--- config.mk ---
export PLATFORM = sky130hd
export DESIGN_NAME = i2c_slave_read
export DESIGN_NICKNAME = d
export VERILOG_FILES = /design/src/i2c_rd_pkg.sv /design/src/i2c_slave_read.sv
export VERILOG_INCLUDE_DIRS = /design/src
export SDC_FILE = /design/constraint.sdc
export NUM_CORES = 1
export LEC_CHECK = 0
export BUFFER_PORTS_ARGS = -buffer_cell sky130_fd_sc_hd__buf_4
export CAP_MARGIN = 15
export CORE_AREA = 10 10 87 89
export DETAILED_ROUTE_END_ITERATION = 10
export DIE_AREA = 0 0 97 99
export PLACE_DENSITY = 0.89
export SYNTH_ARGS = -nofsm -noshare
export SYNTH_HDL_FRONTEND = slang
export SYNTH_SLANG_ARGS = --single-unit
export TNS_END_PERCENT = 50
--- constraint.sdc ---
create_clock -name clock_in -period 5.75 [get_ports clock_in]
set_clock_uncertainty 0.15 [all_clocks]
set_input_delay 1.15 -clock clock_in [delete_from_list [all_inputs] [get_ports clock_in]]
set_output_delay 1.15 -clock clock_in [all_outputs]
set_load 0.05 [all_outputs]
--- src/i2c_rd_regs.svh ---
// constants for the two-wire slave read path
`ifndef I2C_RD_REGS_SVH
`define I2C_RD_REGS_SVH
`define ADDR_FIXED_BITS   5'b1_1110
`define REG_TOP_INDEX     8'h0B
`define REG_COUNT         12
`define REG_ZERO_INDEX    8'h00
`define BITS_PER_BYTE     4'h8
`endif

--- src/i2c_rd_pkg.sv ---
// types for the two-wire slave read path
package i2c_rd_pkg;
   // one-hot framing states
   typedef enum logic [4:0] {
      ST_IDLE = 5'b0_0001,   // waiting for start
      ST_ADDR = 5'b0_0010,   // shifting in address byte
      ST_RECV = 5'b0_0100,   // shifting in write byte
      ST_SEND = 5'b0_1000,   // shifting out read byte
      ST_MACK = 5'b1_0000    // sampling master acknowledge
   } frame_state_t;
   // synchronised bus lines with edge flags
   typedef struct packed {
      logic scl;     // filtered clock level
      logic sda;     // filtered data level
      logic scl_rise;
      logic scl_fall;
      logic start;
      logic stop;
   } bus_view_t;
endpackage : i2c_rd_pkg

--- src/i2c_slave_read.sv ---
// two-wire slave: address match, pointer handling and read-back
// How it works
// - ack own address on ninth pulse
// - plain start plus read clears pointer
// - data bit stable before clock rises
// - pointer advances after each read byte
// - read after stop restarts at zero
// - indexed register returned before increment
// - pointer saturates at register eleven
// - address 11110 plus two select pins
// - write byte after address loads pointer
`include "i2c_rd_regs.svh"
module i2c_slave_read
   import i2c_rd_pkg::*;
#(
   parameter int NREG = `REG_COUNT   // registers in the bank
) (
   input  wire logic            clock_in,            // 20 MHz clock
   input  wire logic            rst_in,              // sync reset, high
   input  wire logic            scl_in,              // bus clock pin
   input  wire logic            sda_in,              // bus data pin level
   output logic                 sda_out,             // data drive value
   output logic                 sda_oe_n_out,        // low while pulling
   input  wire logic            addr_select_hi_pin,  // address bit 1
   input  wire logic            addr_select_lo_pin,  // address bit 0
   input  wire logic [NREG*8-1:0] reg_bank_in,       // register contents
   output logic [7:0]           pointer_out,         // register pointer
   output logic                 busy_out             // inside a frame
);
   // ************************************************
   // pin synchronisers and edge detection
   // ************************************************
   logic [1:0] scl_sync_q;   // two-flop chain for clock pin
   logic [1:0] sda_sync_q;   // two-flop chain for data pin
   logic       scl_prev_q;   // previous synced clock
   logic       sda_prev_q;   // previous synced data
   logic [1:0] sel_hi_sync_q; // two-flop chain, select pin high
   logic [1:0] sel_lo_sync_q; // two-flop chain, select pin low
   bus_view_t  bus;          // derived bus events

   // first flop feeds only the second
   always_ff @(posedge clock_in) begin
      if (rst_in) begin
         scl_sync_q <= 2'b11;
         sda_sync_q <= 2'b11;
         scl_prev_q <= 1'b1;
         sda_prev_q <= 1'b1;
         sel_hi_sync_q <= 2'b00;
         sel_lo_sync_q <= 2'b00;
      end else begin
         scl_sync_q <= {scl_sync_q[0], scl_in};
         sda_sync_q <= {sda_sync_q[0], sda_in};
         scl_prev_q <= scl_sync_q[1];
         sda_prev_q <= sda_sync_q[1];
         sel_hi_sync_q <= {sel_hi_sync_q[0], addr_select_hi_pin};
         sel_lo_sync_q <= {sel_lo_sync_q[0], addr_select_lo_pin};
      end
   end

   // events seen from the second flop only
   always_comb begin
      bus.scl      = scl_sync_q[1];
      bus.sda      = sda_sync_q[1];
      bus.scl_rise = scl_sync_q[1] & ~scl_prev_q;
      bus.scl_fall = ~scl_sync_q[1] & scl_prev_q;
      bus.start    = scl_sync_q[1] & scl_prev_q & sda_prev_q & ~sda_sync_q[1];
      bus.stop     = scl_sync_q[1] & scl_prev_q & ~sda_prev_q & sda_sync_q[1];
   end

   // ************************************************
   // framing state machine
   // ************************************************
   frame_state_t state_q;     // current framing state
   logic [3:0]   bit_cnt_q;   // bits done in current byte
   logic [7:0]   shift_q;     // in or out shift register
   logic         ack_q;       // device pulls data low
   logic         rd_q;        // current address byte was a read
   logic         ptr_set_q;   // pointer preset since last stop or plain start
   logic         first_q;     // next write byte is the pointer
   logic [7:0]   ptr_q;       // register pointer
   logic [6:0]   own_addr;    // this device's bus address

   // own address from pins
   // select pins are static but unclocked, so only synced copies count
   assign own_addr = {`ADDR_FIXED_BITS, sel_hi_sync_q[1],
                      sel_lo_sync_q[1]};

   // read a bank byte, clamped to the top register
   function automatic logic [7:0] bank_byte(input logic [7:0] idx);
      logic [7:0] k;
      k = (idx > `REG_TOP_INDEX) ? `REG_TOP_INDEX : idx;
      bank_byte = reg_bank_in[k*8 +: 8];
   endfunction : bank_byte

   // saturating increment
   function automatic logic [7:0] ptr_next(input logic [7:0] p);
      ptr_next = (p >= `REG_TOP_INDEX) ? `REG_TOP_INDEX : p + 8'h01;
   endfunction : ptr_next

   // bit counter runs 0..7 data, 8 = ack slot
   always_ff @(posedge clock_in) begin
      if (rst_in) begin
         state_q   <= ST_IDLE;
         bit_cnt_q <= 4'h0;
         shift_q   <= 8'h00;
         ack_q     <= 1'b0;
         rd_q      <= 1'b0;
         ptr_set_q <= 1'b0;
         first_q   <= 1'b0;
         ptr_q     <= `REG_ZERO_INDEX;
      end else if (bus.stop) begin
         state_q   <= ST_IDLE;
         ack_q     <= 1'b0;
         ptr_set_q <= 1'b0;
      end else if (bus.start) begin
         // repeated start keeps a preset, plain start does not
         state_q   <= ST_ADDR;
         // the fall closing the start is no bit: wraps to zero there
         bit_cnt_q <= 4'hf;
         ack_q     <= 1'b0;
         if (state_q == ST_IDLE)
            ptr_set_q <= 1'b0;
      end else if (bus.scl_rise) begin
         // sample data or acknowledge on rising edge
         case (state_q)
            ST_ADDR, ST_RECV: begin
               if (bit_cnt_q < `BITS_PER_BYTE)
                  shift_q <= {shift_q[6:0], bus.sda};
            end
            ST_MACK: begin
               // nack ends our part of the frame
               if (bus.sda)
                  state_q <= ST_IDLE;
            end
            default: begin
            end
         endcase
      end else if (bus.scl_fall) begin
         case (state_q)
            ST_ADDR: begin
               if (bit_cnt_q == 4'h7) begin
                  bit_cnt_q <= 4'h8;
                  // ack own address in ninth pulse
                  if (shift_q[7:1] == own_addr) begin
                     ack_q <= 1'b1;
                     rd_q  <= shift_q[0];
                     first_q <= ~shift_q[0];
                     if (shift_q[0] && !ptr_set_q)
                        ptr_q <= `REG_ZERO_INDEX;
                  end else begin
                     state_q <= ST_IDLE;
                  end
               end else if (bit_cnt_q == 4'h8) begin
                  ack_q     <= 1'b0;
                  bit_cnt_q <= 4'h0;
                  if (rd_q) begin
                     state_q <= ST_SEND;
                     shift_q <= bank_byte(ptr_q);
                  end else begin
                     state_q <= ST_RECV;
                  end
               end else begin
                  bit_cnt_q <= bit_cnt_q + 4'h1;
               end
            end
            ST_RECV: begin
               if (bit_cnt_q == 4'h7) begin
                  bit_cnt_q <= 4'h8;
                  ack_q     <= 1'b1;
                  if (first_q) begin
                     ptr_q     <= shift_q;
                     ptr_set_q <= 1'b1;
                     first_q   <= 1'b0;
                  end else begin
                     ptr_q <= ptr_next(ptr_q);
                  end
               end else if (bit_cnt_q == 4'h8) begin
                  ack_q     <= 1'b0;
                  bit_cnt_q <= 4'h0;
               end else begin
                  bit_cnt_q <= bit_cnt_q + 4'h1;
               end
            end
            ST_SEND: begin
               // shift on falling edge so bit is stable at rise
               if (bit_cnt_q == 4'h7) begin
                  bit_cnt_q <= 4'h8;
                  state_q   <= ST_MACK;
                  // advance after the byte goes out
                  ptr_q     <= ptr_next(ptr_q);
               end else begin
                  bit_cnt_q <= bit_cnt_q + 4'h1;
                  shift_q   <= {shift_q[6:0], 1'b1};
               end
            end
            ST_MACK: begin
               bit_cnt_q <= 4'h0;
               state_q   <= ST_SEND;
               shift_q   <= bank_byte(ptr_q);
            end
            default: begin
               state_q <= ST_IDLE;
            end
         endcase
      end
   end

   // ************************************************
   // open-drain drive, registered
   // ************************************************
   logic drive_low_q;   // pull data line low
   always_ff @(posedge clock_in) begin
      if (rst_in)
         drive_low_q <= 1'b0;
      else
         drive_low_q <= ack_q | ((state_q == ST_SEND) & ~shift_q[7]);
   end

   assign sda_out      = 1'b0;
   assign sda_oe_n_out = ~drive_low_q;
   assign pointer_out  = ptr_q;
   assign busy_out     = (state_q != ST_IDLE);
endmodule : i2c_slave_read

==> reports/summary.txt <==
Worst IR Drop VDD: 0.000136 V
Top FF cell, synth: dfxtp_1
highest metal used: met4
internal power: 0.000440 W
hold path start: scl_sync_q[0]
clk_lat worst skew: 0.29 ns
FF-to-FF path depth: 6
H-tree depth: 2
critical path class: flip-flop to flip-flop
Layout area overhead: 28.5%
final net count: 582
post-synth top area share: 25.9%
CP endpoint kind: flip-flop
CTS tree: yes
average vias per placed instance: 6.25
ant diodes: 0
# clock sinks: 40
syn avg cell area: 8.04 sq um
synthesized instance count: 384
Clock power frac: 32.9%
Flop pwr share: 49.6%
Tot Pwr: 0.000576 W
Detailed Routing Iterations Pass 1: 5
WL final: 10300 um
Arr. time, crit path: 2.87 ns
starting utilization of the core area: 52.8%
Final TNS setup: 0 ns
post-route ant nets: 0
worst hold path type: flip-flop to flip-flop
P_leak: 1.54 nW
RR Endpoint: shift_q[0]
ys async rst share: 0%
top cells by area, synth: dfxtp_1 26%, a211oi_1 6.1%, mux2i_1 5.8%
clk slew on worst S/H paths: 0.07 ns
first-pass GRT wire length: 16200 um
largest net degree at the start of global routing: 40
hold-fix buffers at CTS: 0
Required @ worst endpoint: 5.79 ns
Synthesis Warnings: 0
Final Max Slew Viols: 0
Sw Share: 23.7%
vias in the first global route: 3210
EDFF count, synth: 0
post-synth top area cell: dfxtp_1
Non-Filler Instances: 550
chip height: 99 um
Sequential Area: 801 sq um
Slew @ Worst Pin: 0.982 ns
status: completed
# setup viols final: 0
total track usage: 19.9%
Bufs on Longest Clock Path: 2
fmax: 353 MHz
Final Cycle Share: 49.3%
row cnt: 28
GP Congestion: 0.930
met3 wire length: 744 um
Die W: 97 um
filler instances: 510
Pwr per Cell Area: 145 nW/um^2
hold path endpoint: scl_sync_q[1]
mapped cell area: 3090 sq um
worst hold slack: 0.261 ns
CP startpoint kind: flip-flop
hold depth: 1
Root Buffer Master: clkbuf_8
post-synth net total: 492
layout cells sized above 1: 31.4%
core area: 5850 sq um
Post-CTS Resized: 0
vias after detailed routing: 3435
Cell Chain, Critical Path: or4_4 > or2_1 > nor2_2 > a211o_1 > nand4_1 > a32o_1
IO buf count: 111
crit path max-delay cell type: or4_4
R2R Path Start: pointer_out[4]
# IOs: 113
NetSw: 0.000136 W
initial antenna violation count: 0
Tmin final: 2.83 ns
WL per Instance: 18.8 um
# DRC: 0
Initial DRC Count: 339
total CTS buffers: 5
routed length on met2: 5060 um
Overflow after GRT: 0
FF-to-FF setup slack: 2.92 ns
post-synthesis sequential area ratio: 25.9%
max cap viols: 0
Placed Cells: 542
M1 wire length: 4280 um
area occupied by multi-input gates: 2090 sq um
Yosys reg bits: 40
count of different cell masters after synthesis: 57
post-CTS setup buffers: 0
worst rel slew slack: 34.6%
crit path max fanout: 25
HPWL Detailed: 8110 um
Worst path max stage delay: 0.63 ns
RSZ-0062 raised after global routing: false
part of the power in combinational logic: 17.6%
die area: 9600 sq um
Fin. Hold Viols: 0
-- placed cells by master (no fill, tap or decap), types with 14 or more instances in the layout --
cell / n
buf_4: 114
dfxtp_1: 40
o21ai_0: 32
a211oi_1: 25
nor2_1: 24
mux2i_1: 18
nand3_1: 15
nand2_1: 15
nand2b_1: 15
o32ai_1: 15
a21oi_1: 14
-- synth_stat cells (3+ instances only) --
library cell,n
and2_1,3
nand3_1,15
dfxtp_1,40
nor3_1,6
or2_2,7
o2bb2ai_1,7
o21ai_0,32
a31oi_1,5
mux2_2,7
o32ai_1,15
nor2b_1,8
clkbuf_1,15
nand2_1,15
and3_1,6
nor2_1,24
buf_4,3
a21boi_0,3
a22oi_1,4
o31ai_1,7
nor3_2,6
a211oi_1,25
nor4_1,3
buf_2,9
a32oi_1,9
buf_6,3
ha_1,6
xor2_1,6
nand4_1,5
inv_1,9
a21oi_1,14
mux2i_1,18
nand2b_1,15
-- power groups by stage --
stage,Combinational [W],Sequential [W],Clock (W)
floorplan,0.0000406,0.000289,0
global placement,0.0000984,0.000292,0
detailed placement,0.000100,0.000292,0
CTS,0.000100,0.000285,0.000193
global route,0.000109,0.000286,0.000210
finish,0.000101,0.000285,0.000189
-- flip-flops by register name, indices dropped and copies added, names as in the netlist --
register,flops
rd_q,1
scl_sync_q,2
sel_lo_sync_q,2
state_q,5
pointer_out,8
sda_prev_q,1
drive_low_q,1
ptr_set_q,1
sda_sync_q,2
bit_cnt_q,4
ack_q,1
shift_q,8
sel_hi_sync_q,2
scl_prev_q,1
first_q,1
-- cells by family (layout without fill, tap and decap cells) --
| kind of cell | after synthesis | in the layout | synth area share (%) |
|---|---|---|---|
| buffers and inverters | 40 | 131 | 6.32 |
| other | 1 | 1 | 0.121 |
| and+or+nand+nor | 128 | 128 | 23.4 |
| muxes | 25 | 25 | 8.38 |
| adders and majority gates | 6 | 6 | 2.43 |
| xor gates and xnor gates | 7 | 7 | 1.98 |
| AOI/OAI and AO/OA | 137 | 137 | 31.4 |
| DFF | 40 | 40 | 25.9 |
-- how the worst max path moves through the flow --
stage,startpoint,end,cells after the start
global placement,reg_bank_in[64],shift_q[0],7
floorplan,reg_bank_in[64],shift_q[0],6
finish,pointer_out[4],shift_q[0],6
CTS,pointer_out[4],shift_q[0],6
detailed placement,reg_bank_in[64],shift_q[0],7
global route,state_q[1],shift_q[1],6
-- through the flow --
stage | area (sq um) | utilization [%] | worst slack, ns
2_1_floorplan | 3090 | - | 3.32
4_1_cts | 3970 | 67.9 | 2.97
6_report | 3970 | 67.9 | 2.92
3_5_place_dp | 3880 | 66.3 | 2.94
5_1_grt | 3970 | 67.9 | 2.77
3_3_place_gp | 3880 | 66.3 | 2.97
-- final cells by class --
type / count / share of cell area (%)
clock inverters: 2 / 0.252
inverters: 9 / 0.851
flip-flops and latches: 40 / 20.2
repair buffers: 114 / 21.6
well taps: 75 / 2.36
clock buffers: 6 / 2.08
multi-input cells: 304 / 52.7
-- metal layers --
layer | vias up | global-route usage [%]
met1 | 1597 | 25.7
met4 | 0 | 5.56
met2 | 165 | 32.7
li1 | 1651 | -
met3 | 22 | 3.98
met5 | - | 0
-- critical path, delay by kind of cell (launching register included) --
kind	cells	cell delay, ns
AO/OA/AOI/OAI	2	0.45
AND/OR/NAND/NOR	4	1.78
flip-flops	1	0.33
(Power assumes the default switching activity.)
